==> config.mk <==
export PLATFORM = sky130hd
export DESIGN_NAME = port_expander
export DESIGN_NICKNAME = d
export VERILOG_FILES = /design/src/port_expander_pkg.sv /design/src/bus_line_sync.sv /design/src/port_expander.sv
export VERILOG_INCLUDE_DIRS = /design/src /design/src/src
export SDC_FILE = /design/constraint.sdc
export NUM_CORES = 1
export LEC_CHECK = 0
export BUFFER_PORTS_ARGS = -buffer_cell sky130_fd_sc_hd__buf_2
export CAP_MARGIN = 5
export CORE_ASPECT_RATIO = 1.25
export CORE_MARGIN = 10
export CORE_UTILIZATION = 50
export CTS_BUF_LIST = sky130_fd_sc_hd__clkbuf_4
export CTS_CLUSTER_SIZE = 20
export DETAILED_ROUTE_END_ITERATION = 16
export PLACE_DENSITY = 0.78
export SETUP_SLACK_MARGIN = 0.5
export SLEW_MARGIN = 20
export SYNTH_ARGS = -nofsm -noshare
export SYNTH_HDL_FRONTEND = slang
export SYNTH_HIERARCHICAL = 1
export SYNTH_SLANG_ARGS = --single-unit
==> constraint.sdc <==
create_clock -name mclk -period 6 [get_ports mclk]
set_input_delay 1.2 -clock mclk [delete_from_list [all_inputs] [get_ports mclk]]
set_output_delay 1.2 -clock mclk [all_outputs]
set_load 0.005 [all_outputs]
==> src/port_expander_params.svh <==
// constants for the i2c sixteen bit port expander
// assumes inclusion by bare name from the package and the design files
`ifndef PORT_EXPANDER_PARAMS_SVH
`define PORT_EXPANDER_PARAMS_SVH
// ****************************************************************
// address byte layout
// ****************************************************************
`define ADDR_FIXED_NIBBLE 4'h4
`define ADDR_NIBBLE_MSB 7
`define ADDR_NIBBLE_LSB 4
`define ADDR_SEL_MSB 3
`define ADDR_SEL_LSB 1
`define ADDR_RW_BIT 0
// ****************************************************************
// reset values
// ****************************************************************
`define PORT_LATCH_RESET 16'hffff
`define SHIFT_RESET 8'h00
// ****************************************************************
// timing
// ****************************************************************
`define CLK_PERIOD_NS 5
`define INT_VALID_NS 4000
`define INT_VALID_CYC ((`INT_VALID_NS) / (`CLK_PERIOD_NS))
`endif

==> src/port_expander_pkg.sv <==
// types shared by the port expander design files
// assumes the params header sits in the include path
`include "port_expander_params.svh"
package port_expander_pkg;
    typedef enum logic [2:0] {
        ST_IDLE = 3'b000,
        ST_ADDR = 3'b001,
        ST_ACK = 3'b010,
        ST_WRITE = 3'b011,
        ST_READ = 3'b100,
        ST_RACK = 3'b101,
        ST_SKIP = 3'b110
    } bus_state_t;

    typedef struct packed {
        logic [7:0] high;
        logic [7:0] low;
    } port_word_t;

    typedef struct packed {
        logic start;
        logic stop;
        logic rise;
        logic fall;
    } bus_event_t;
endpackage : port_expander_pkg

==> src/bus_line_sync.sv <==
// two-flop synchroniser for bus lines plus condition detection
// assumes scl and sda arrive asynchronously from the pins
`timescale 1ns/1ps
module bus_line_sync
    import port_expander_pkg::*;
(
    // clock
    input wire logic mclk,
    input wire logic reset,
    input wire logic clk_en,
    // raw lines
    input wire logic scl_in,
    input wire logic sda_in,
    // filtered view
    output logic sda_level,
    output bus_event_t events
);
    logic [1:0] scl_meta_r;
    logic [1:0] sda_meta_r;
    logic scl_prev_r;
    logic sda_prev_r;
    logic rise_w;
    logic fall_w;
    logic start_w;
    logic stop_w;

    // first stage feeds only the second stage
    always_ff @(posedge mclk) begin
        if (reset) begin
            scl_meta_r <= 2'h3;
            sda_meta_r <= 2'h3;
            scl_prev_r <= 1'b1;
            sda_prev_r <= 1'b1;
        end else if (clk_en) begin
            scl_meta_r <= {scl_meta_r[0], scl_in};
            sda_meta_r <= {sda_meta_r[0], sda_in};
            scl_prev_r <= scl_meta_r[1];
            sda_prev_r <= sda_meta_r[1];
        end
    end

    assign sda_level = sda_meta_r[1];
    assign rise_w = clk_en & ~scl_prev_r & scl_meta_r[1];
    assign fall_w = clk_en & scl_prev_r & ~scl_meta_r[1];
    assign start_w = clk_en & scl_meta_r[1] & scl_prev_r & sda_prev_r & ~sda_meta_r[1];
    assign stop_w = clk_en & scl_meta_r[1] & scl_prev_r & ~sda_prev_r & sda_meta_r[1];
    // one driver for the whole struct keeps strict tools happy
    assign events = '{start: start_w, stop: stop_w, rise: rise_w, fall: fall_w};
endmodule : bus_line_sync

==> src/port_expander.sv <==
// i2c slave core of a sixteen line quasi-bidirectional port expander
// assumes scl, sda, strap and port pins come straight from the package pins
`timescale 1ns/1ps
`include "port_expander_params.svh"
module port_expander
    import port_expander_pkg::*;
(
    // clock and power-on reset
    input wire logic mclk,
    input wire logic reset,
    input wire logic clk_en,
    // serial bus
    input wire logic scl_in,
    input wire logic sda_in,
    output logic sda_out,
    output logic sda_oe_n,
    // address straps
    input wire logic addr_select_bit2,
    input wire logic addr_select_bit1,
    input wire logic addr_select_bit0,
    // port lines, quasi-bidirectional: drive low or release
    input wire logic [7:0] low_port_lines,
    input wire logic [7:0] high_port_lines,
    output port_word_t port_latch,
    // open-drain interrupt
    output logic int_n_out,
    output logic int_n_oe_n
);
    // ****************************************************************
    // synchronisers
    // ****************************************************************
    logic sda_level;
    bus_event_t ev;
    logic [15:0] pin_meta_r;
    logic [15:0] pin_sync_r;
    logic [2:0] sel_meta_r;
    logic [2:0] sel_sync_r;

    bus_line_sync u_sync (
        .mclk(mclk),
        .reset(reset),
        .clk_en(clk_en),
        .scl_in(scl_in),
        .sda_in(sda_in),
        .sda_level(sda_level),
        .events(ev)
    );

    always_ff @(posedge mclk) begin
        if (reset) begin
            pin_meta_r <= 16'hffff;
            pin_sync_r <= 16'hffff;
            sel_meta_r <= 3'h0;
            sel_sync_r <= 3'h0;
        end else if (clk_en) begin
            pin_meta_r <= {high_port_lines, low_port_lines};
            pin_sync_r <= pin_meta_r;
            sel_meta_r <= {addr_select_bit2, addr_select_bit1, addr_select_bit0};
            sel_sync_r <= sel_meta_r;
        end
    end

    // ****************************************************************
    // address match
    // ****************************************************************
    function automatic logic addr_hit(input logic [7:0] b, input logic [2:0] sel);
        addr_hit = (b[`ADDR_NIBBLE_MSB:`ADDR_NIBBLE_LSB] == `ADDR_FIXED_NIBBLE)
            && (b[`ADDR_SEL_MSB:`ADDR_SEL_LSB] == sel);
    endfunction : addr_hit

    // ****************************************************************
    // bus state machine
    // ****************************************************************
    bus_state_t state_r;
    logic [7:0] shift_r;
    logic [3:0] bit_r;
    logic rw_r;
    logic half_r;
    logic pair_ack_r;
    logic [7:0] low_hold_r;
    port_word_t latch_r;
    logic [15:0] snap_r;
    logic sda_drive_low_r;
    logic ack_clear;

    assign ack_clear = ev.rise && (state_r == ST_ACK || state_r == ST_RACK);

    always_ff @(posedge mclk) begin
        if (reset) begin
            state_r <= ST_IDLE;
            shift_r <= `SHIFT_RESET;
            bit_r <= 4'h0;
            rw_r <= 1'b0;
            half_r <= 1'b0;
            low_hold_r <= 8'hff;
            pair_ack_r <= 1'b0;
        end else if (clk_en) begin
            if (ev.start) begin
                state_r <= ST_ADDR;
                bit_r <= 4'h0;
                half_r <= 1'b0;
            end else if (ev.stop) begin
                state_r <= ST_IDLE;
            end else begin
                unique case (state_r)
                    ST_IDLE, ST_SKIP: begin
                    end
                    ST_ADDR, ST_WRITE: begin
                        if (ev.rise) begin
                            shift_r <= {shift_r[6:0], sda_level};
                            bit_r <= bit_r + 4'h1;
                        end else if (ev.fall && bit_r == 4'h8) begin
                            bit_r <= 4'h0;
                            // address ack also lands in ST_ACK, so mark the second data byte
                            pair_ack_r <= (state_r == ST_WRITE) && half_r;
                            if (state_r == ST_ADDR) begin
                                // general call 00h never matches the fixed nibble
                                if (addr_hit(shift_r, sel_sync_r)) begin
                                    rw_r <= shift_r[`ADDR_RW_BIT];
                                    state_r <= ST_ACK;
                                end else begin
                                    state_r <= ST_SKIP;
                                end
                            end else begin
                                if (!half_r) begin
                                    low_hold_r <= shift_r;
                                end
                                half_r <= ~half_r;
                                state_r <= ST_ACK;
                            end
                        end
                    end
                    ST_ACK: begin
                        if (ev.fall) begin
                            state_r <= rw_r ? ST_READ : ST_WRITE;
                            if (rw_r) begin
                                shift_r <= half_r ? snap_r[15:8] : snap_r[7:0];
                            end
                        end
                    end
                    ST_READ: begin
                        if (ev.fall) begin
                            shift_r <= {shift_r[6:0], 1'b1};
                            bit_r <= bit_r + 4'h1;
                            if (bit_r == 4'h7) begin
                                bit_r <= 4'h0;
                                state_r <= ST_RACK;
                            end
                        end
                    end
                    ST_RACK: begin
                        if (ev.rise) begin
                            // master nack ends the read
                            half_r <= ~half_r;
                            if (sda_level) begin
                                state_r <= ST_SKIP;
                            end
                        end else if (ev.fall) begin
                            state_r <= ST_READ;
                            shift_r <= half_r ? snap_r[15:8] : snap_r[7:0];
                        end
                    end
                    default: state_r <= ST_IDLE;
                endcase
            end
        end
    end

    // pins sampled at the acknowledge that precedes each read pair
    always_ff @(posedge mclk) begin
        if (reset) begin
            snap_r <= 16'hffff;
        end else if (clk_en && ack_clear && (state_r == ST_ACK ? !half_r : half_r)) begin
            snap_r <= pin_sync_r;
        end
    end

    // ****************************************************************
    // output latches, updated only after a full pair is acknowledged
    // ****************************************************************
    always_ff @(posedge mclk) begin
        if (reset) begin
            latch_r <= `PORT_LATCH_RESET;
        end else if (clk_en && ev.rise && state_r == ST_ACK && !rw_r && pair_ack_r) begin
            latch_r <= {shift_r, low_hold_r};
        end
    end
    assign port_latch = latch_r;

    // ****************************************************************
    // sda drive: ack in write/address, data bit in read
    // ****************************************************************
    always_ff @(posedge mclk) begin
        if (reset) begin
            sda_drive_low_r <= 1'b0;
        end else if (clk_en) begin
            if (ev.start || ev.stop) begin
                sda_drive_low_r <= 1'b0;
            end else if (ev.fall) begin
                if (state_r == ST_ADDR && bit_r == 4'h8) begin
                    sda_drive_low_r <= addr_hit(shift_r, sel_sync_r);
                end else if (state_r == ST_WRITE && bit_r == 4'h8) begin
                    sda_drive_low_r <= 1'b1;
                end else if (state_r == ST_ACK && rw_r) begin
                    sda_drive_low_r <= ~(half_r ? snap_r[15] : snap_r[7]);
                end else if (state_r == ST_READ && bit_r != 4'h7) begin
                    sda_drive_low_r <= ~shift_r[6];
                end else if (state_r == ST_RACK) begin
                    sda_drive_low_r <= ~(half_r ? snap_r[15] : snap_r[7]) & ~sda_level;
                end else begin
                    sda_drive_low_r <= 1'b0;
                end
            end
        end
    end
    assign sda_out = 1'b0;
    assign sda_oe_n = ~sda_drive_low_r;

    // ****************************************************************
    // interrupt: compare input-mode lines to the reference value
    // ****************************************************************
    logic [15:0] ref_r;
    logic int_r;
    logic [15:0] diff;
    // only released-high lines are inputs; driven-low lines cannot change
    assign diff = (pin_sync_r ^ ref_r) & latch_r;

    always_ff @(posedge mclk) begin
        if (reset) begin
            ref_r <= 16'hffff;
            int_r <= 1'b0;
        end else if (clk_en) begin
            if (ack_clear) begin
                ref_r <= pin_sync_r;
                int_r <= 1'b0;
            end else begin
                int_r <= |diff;
            end
        end
    end
    assign int_n_out = 1'b0;
    assign int_n_oe_n = ~int_r;

    // ****************************************************************
    // checks
    // ****************************************************************
    int_clear_a: assert property (@(posedge mclk) disable iff (reset)
        clk_en && ack_clear |=> !int_r)
        else $error("interrupt not cleared at ack");
    latch_reset_a: assert property (@(posedge mclk)
        reset |=> port_latch == 16'hffff)
        else $error("latch not released after reset");
    state_reset_a: assert property (@(posedge mclk)
        reset |=> state_r == ST_IDLE)
        else $error("bus machine not idle after reset");
    bad_addr_a: assert property (@(posedge mclk) disable iff (reset)
        clk_en && ev.fall && state_r == ST_ADDR && bit_r == 4'h8
        && shift_r[7:4] != 4'h4 |=> state_r == ST_SKIP && sda_oe_n)
        else $error("foreign address acknowledged");
    good_addr_a: assert property (@(posedge mclk) disable iff (reset)
        clk_en && ev.fall && state_r == ST_ADDR && bit_r == 4'h8 && !ev.start
        && !ev.stop && shift_r[7:1] == {4'h4, sel_sync_r} |=> !sda_oe_n)
        else $error("own address not acknowledged");
    pair_write_a: assert property (@(posedge mclk) disable iff (reset)
        $changed(port_latch) |-> $past(pair_ack_r) && $past(ev.rise) && $past(state_r) == ST_ACK)
        else $error("latch changed mid pair");
    read_src_a: assert property (@(posedge mclk) disable iff (reset)
        clk_en && ev.fall && state_r == ST_ACK && rw_r && !half_r && !ev.start
        && !ev.stop |=> shift_r == snap_r[7:0])
        else $error("read byte not from port 0");
    int_set_a: assert property (@(posedge mclk) disable iff (reset)
        clk_en && !ack_clear && |diff |=> !int_n_oe_n)
        else $error("input edge missed");
endmodule : port_expander

=== After elaboration in Yosys (flattened, before gate mapping) ===
Index checks and enable logic that the tools add are counted.

* Bits in latches: 0
* Bits in registers: 120
* Memories kept: 0
* Bits in read-only memories: 0
* Logic and storage cells: 161
* Output and inout port bits: 20
* Bits in writable memories: 0
* Input port bits: 24

* Order comparisons: 0
* Multiply operators: 0
* Div/mod/pow operators: 0
* Equality and inequality tests: 32
* Shifts and indexed selects: 0
* Reduce and logical (&&, ||, !) cells: 35
* Muxes and demuxes: 46
* Add/subtract/negate cells: 1
* Bitwise gates (word level): 26

{| class="wikitable"
|+ Operator list
! operator !! number
|-
| $mux W8 || 7
|-
| $mux W3 || 13
|-
| $pmux W8 S4 || 1
|-
| $mux W4 || 6
|-
| $and A16 B16 Y16 || 1
|-
| $mux W1 || 16
|-
| $reduce_and A8 Y1 || 2
|-
| $reduce_or A16 Y1 || 1
|-
| $xor A16 B16 Y16 || 1
|-
| $pmux W3 S5 || 1
|-
| $logic_and A1 B1 Y1 || 14
|-
| $not A1 Y1 || 13
|-
| $ne A4 B2 Y1 const B || 3
|-
| $and A1 B1 Y1 || 11
|-
| $ne A2 B1 Y1 const B || 5
|-
| $reduce_and A10 Y1 || 1
|-
| $eq A3 B3 Y1 const B || 3
|-
| $ne A3 B1 Y1 const B || 3
|-
| $reduce_and A9 Y1 || 1
|-
| $eq A4 B3 Y1 const B || 2
|-
| $ne A4 B1 Y1 const B || 2
|-
| $pmux W4 S2 || 1
|-
| $reduce_and A7 Y1 || 1
|-
| $eq A3 B2 Y1 const B || 2
|-
| 22 further kinds || 29
|}

=== Logic depth before layout (Yosys ltp) ===
* Depth after elaboration: 10
* Gate-level depth with buffers: 11
* Mapped depth without buffers: 7

=== Cells and area by module ===
The synthesis kept the hierarchy.

{| class="wikitable"
|+ Modules (own cells, without submodules)
! module !! cells each !! area an instance (µm²) !! instances !! sequential area each (µm²)
|-
| port_expander || 545 || 5262.5 || 1 || 2282.2
|-
| bus_line_sync || 29 || 309.0 || 1 || 120.1
|}

=== Worst setup path before layout ===
OpenSTA, ideal clock, no wires.

* Path type: input port to flip-flop
* Start: input clk_en
* End: register snap_r[10]
* Data required time: 5.880 ns
* Cell stages on the path: 10
* Data arrival time: 2.898 ns
* Path buffers: 5
* Slack: 2.982 ns
* Setup time: 0.120 ns
* Path through: buf_6 -> and3b_2 -> buf_4 -> clkbuf_1 -> and2_1 -> a21boi_2 -> and2_1 -> buf_4 -> buf_4 -> a211o_1

* Cells in the longest elaborated chain, start to end: 5

{| class="wikitable"
|+ Ends and longest elaborated chain
! what !! RTL line !! RTL
|-
| from (decl) || port_expander.sv:11 || <nowiki>input wire logic clk_en,</nowiki>
|-
| $and A1 B1 Y1 (2 in a row) || bus_line_sync.sv:43 || <nowiki>assign rise_w = clk_en & ~scl_prev_r & scl_meta_r[1];</nowiki>
|-
| named net u_sync.rise_w || bus_line_sync.sv:22 || <nowiki>logic rise_w;</nowiki>
|-
| $logic_and A1 B1 Y1 || port_expander.sv:86 || <nowiki>assign ack_clear = ev.rise && (state_r == ST_ACK || state_r == ST_RACK);</nowiki>
|-
| $logic_and A1 B1 Y1 (2 in a row) || port_expander.sv:173 || <nowiki>end else if (clk_en && ack_clear && (state_r == ST_ACK ? !half_r : half_r)) begin</nowiki>
|-
| to (signal assigned) || port_expander.sv:174 || <nowiki>snap_r <= pin_sync_r;</nowiki>
|-
| to (decl) || port_expander.sv:82 || <nowiki>logic [15:0] snap_r;</nowiki>
|}

The timed path passes the listed nets, and every way through them passes these cells.
A chain may end at the register's enable or synchronous reset.

==> results.toml <==
[logic_synthesis]
ys_types = 61
synth_cells = 574
synth_adder_area_share = 0.004491
synth_top_area_share = 0.4312
synth_compound_area_frac = 0.2239
yosys_warnings = 6
synth-simple-area-share = 0.2035
synth.largest_area_cell = "dfxtp_1"
synth-seq-area-share = 0.4312
synth_flop_cell = "dfxtp_1"
yosys_register_bits = 120
syn_avg_cell_area_um2 = 9.707
synth.area.top_cells = "dfxtp_1 (43%), a211o_1 (14%), nor2b_1 (9.8%)"
async_flop_share = 0
yosysMostFrequentCell = "dfxtp_1"
syn-cell-area_um2 = 5572
synthTopCellsByCount = "dfxtp_1 (120), a211o_1 (91), nor2b_1 (87)"
synth-xor-area-share = 0.03301
synth_edf_count = 0
synth_top_family_by_area = "compound AO/OA/AOI/OAI gates"
synthMuxAreaShare = 0.04334

[finish]
area_delta_synth_final_pct = 7.568
layout-drive-gt1-share = 0.1488
fillers = 975
fin_nets = 614

[timing]
setup_viol = 0
worst_pin_slew_ns = 0.9877
slew_headroom = 0.3415
fin_ws_ns = 2.458
timing.final.crit_period_ns = 3.542
final.setup.tns_ns = 0
hold_viol_final = 0
report.final.slew_viol_count = 0
finClkSkew_ns = 0.01676
rsz0062_at_grt = "false"
period_share = 0.5904
fmaxAchievable_ghz = 0.2823

[clocking]
cts-htree-levels = 4
postCtsSetupRepairBufs = 0
clock_latency_ns = 0.51
cts_root_buf = "clkbuf_4"
cts_buffers = 17
cts.sinks = 120
cts_tree = "built"
path_clk_slew_ns = 0.09
clk_path_buf_depth = 2
postCtsHoldBufs = 0
cts_resized = 0

[worst_setup_path]
end_kind = "register"
crit_fanout = 34
crit_start = "clk_en"
cp_num_buf_inv = 2
reg2reg_slack_ns = 2.73
r2r_end = "snap_r[14]$_SDFFE_PP1P_"
cp-endpoint = "snap_r[14]$_SDFFE_PP1P_"
cp.depth = 8
path_common_cell = "and2_1"
critical-path-top-delay-family = "simple AND/OR/NAND/NOR gates"
crit_path_top_delay_cell = "and2_1"
reg2reg_from = "state_r[2]$_SDFFE_PP0P_"
cp_data_required_time_ns = 6.40
crit_chain = "buf_2 > and3b_2 > and2_1 > a21boi_2 > buf_4 > and2_1 > nor2b_1 > a211o_1"
critPathMaxStageDelay_ns = 0.84
reg2reg_depth = 6
cp.arrival_ns = 3.94
start_kind = "input pin"
criticalPathCategory = "input pin to register"

[die]
die_w_um = 114.4
coreArea_um2 = 10980
dieHeight_um = 138.0
num_rows = 43
io-pin-count = 44
start_util = 0.5076
die_area_um2 = 15790

[global_route]
antenna_found_initial = 1
grt_pass1_wl_um = 19580
grtUsageTotal = 0.1507
grt_max_degree = 72
grt_pass1_vias = 4054
overflow = 0

[job]
maxCapViolations = 0

[power]
ir_drop_uv = 145.2
pwr_density_cell_nw_per_um2 = 250.2
power_leakage_nw = 2.092

[drt]
drtIter0Drc = 250
wl_per_cell_um = 16.56
first_pass_iters = 7
route.vias.total = 4230
viasPerCell = 5.763
drc = 0
final_antenna_net_count = 0
wl_um = 12150

[place]
post-dp-hpwl_um = 8377
dp_slack_ns = 1.962
routabilityCongestion = 0.9114
portBuffers = 41

[hold_path]
min_path_type = "register to register"

[status]
status = "completed"
## flip-flops by register name, indices dropped and copies added, names as in the netlist, 2 cells and up
signal and flops:
shift_r 8, state_r 3, sel_meta_r 3, low_hold_r 8, snap_r 16, pin_sync_r 16
sel_sync_r 3, pin_meta_r 16, u_sync/sda_meta_r 2, u_sync/scl_meta_r 2, bit_r 4, ref_r 16
port_latch 16
## how the worst min path moves through the flow
stage | start | to | slack (ns) | cells after the start
after detailed placement | pin_meta_r[8]$_SDFFE_PP1P_ | pin_sync_r[8]$_SDFFE_PP1P_ | 0.44 | 1
after floorplan | pin_meta_r[9]$_SDFFE_PP1P_ | pin_sync_r[9]$_SDFFE_PP1P_ | 0.43 | 1
after CTS | pin_meta_r[8]$_SDFFE_PP1P_ | pin_sync_r[8]$_SDFFE_PP1P_ | 0.47 | 1
after global routing | pin_meta_r[0]$_SDFFE_PP1P_ | pin_sync_r[0]$_SDFFE_PP1P_ | 0.48 | 1
after global placement | pin_meta_r[7]$_SDFFE_PP1P_ | pin_sync_r[7]$_SDFFE_PP1P_ | 0.44 | 1
final | pin_meta_r[11]$_SDFFE_PP1P_ | pin_sync_r[11]$_SDFFE_PP1P_ | 0.46 | 1
## metrics by stage
stage | hold slack, ns | std cells | area (um^2) | total power [W] | utilization
floorplan | 0.4274 | 575 | 5575 | 0.0009271 | -
global placement | 0.4396 | 704 | 5715 | 0.0009493 | 0.5207
detailed placement | 0.4432 | 704 | 5715 | 0.0009539 | 0.5207
CTS | 0.4672 | 733 | 5989 | 0.001514 | 0.5457
global route | 0.4759 | 734 | 5993 | 0.001556 | 0.5461
finish | 0.4623 | 734 | 5993 | 0.001499 | 0.5461
## cells by family after synthesis
logic type | count (synthesis)
AND/OR/NAND/NOR | 184
AO/OA/AOI/OAI | 152
flip-flops | 120
buffers and inverters | 70
multiplexers | 24
XOR/XNOR | 21
adder cells (fa/ha/maj) | 2
other | 1
## final cells by class
cell class,instances,area (um^2),share of cell area
multi-input cells,385,2840,0.4739
well taps,135,168.9,0.02818
clock buffers,19,142.6,0.02380
inverters,20,75.07,0.01253
clock inverters,10,131.4,0.02192
flip-flops and latches,120,2402,0.4008
diodes,1,2.502,0.0004175
repair buffers,44,230.2,0.03841
## routing by layer
layer	GRT usage	wire, um	up-vias
met5	0	0	-
met4	0.06543	296	0
met3	0.03896	480	21
met2	0.2640	6394	93
met1	0.1646	4983	2028
li1	-	-	2088
## cells in the final DEF, fill, tap and decap left out, types with 5 or more instances in the layout
| cell type | count |
|---|---|
| inv_1 | 20 |
| nor2b_1 | 87 |
| buf_2 | 40 |
| xor2_1 | 16 |
| nor2_1 | 30 |
| xnor2_1 | 5 |
| nor3_1 | 8 |
| a21oi_1 | 14 |
| a211o_1 | 91 |
| dfxtp_1 | 120 |
| clkbuf_4 | 19 |
| mux2i_1 | 23 |
| a31oi_1 | 5 |
| nand2b_1 | 5 |
| a22oi_1 | 7 |
| nand2_1 | 11 |
| o21ai_0 | 7 |
## worst reg2reg max path: cells and delay by family, from the launching register on
kind / cells / cell delay (ns)
compound gates: 2 / 0.55
flops: 1 / 0.98
simple gates: 3 / 1.32
buf+inv: 1 / 0.32
## where the power goes
group | switching, W | internal [W]
registers | 0.0000231 | 0.000817
clock network | 0.000276 | 0.000288
logic | 0.0000511 | 0.0000448
No activity file was read; power rests on OpenSTA's default activity.
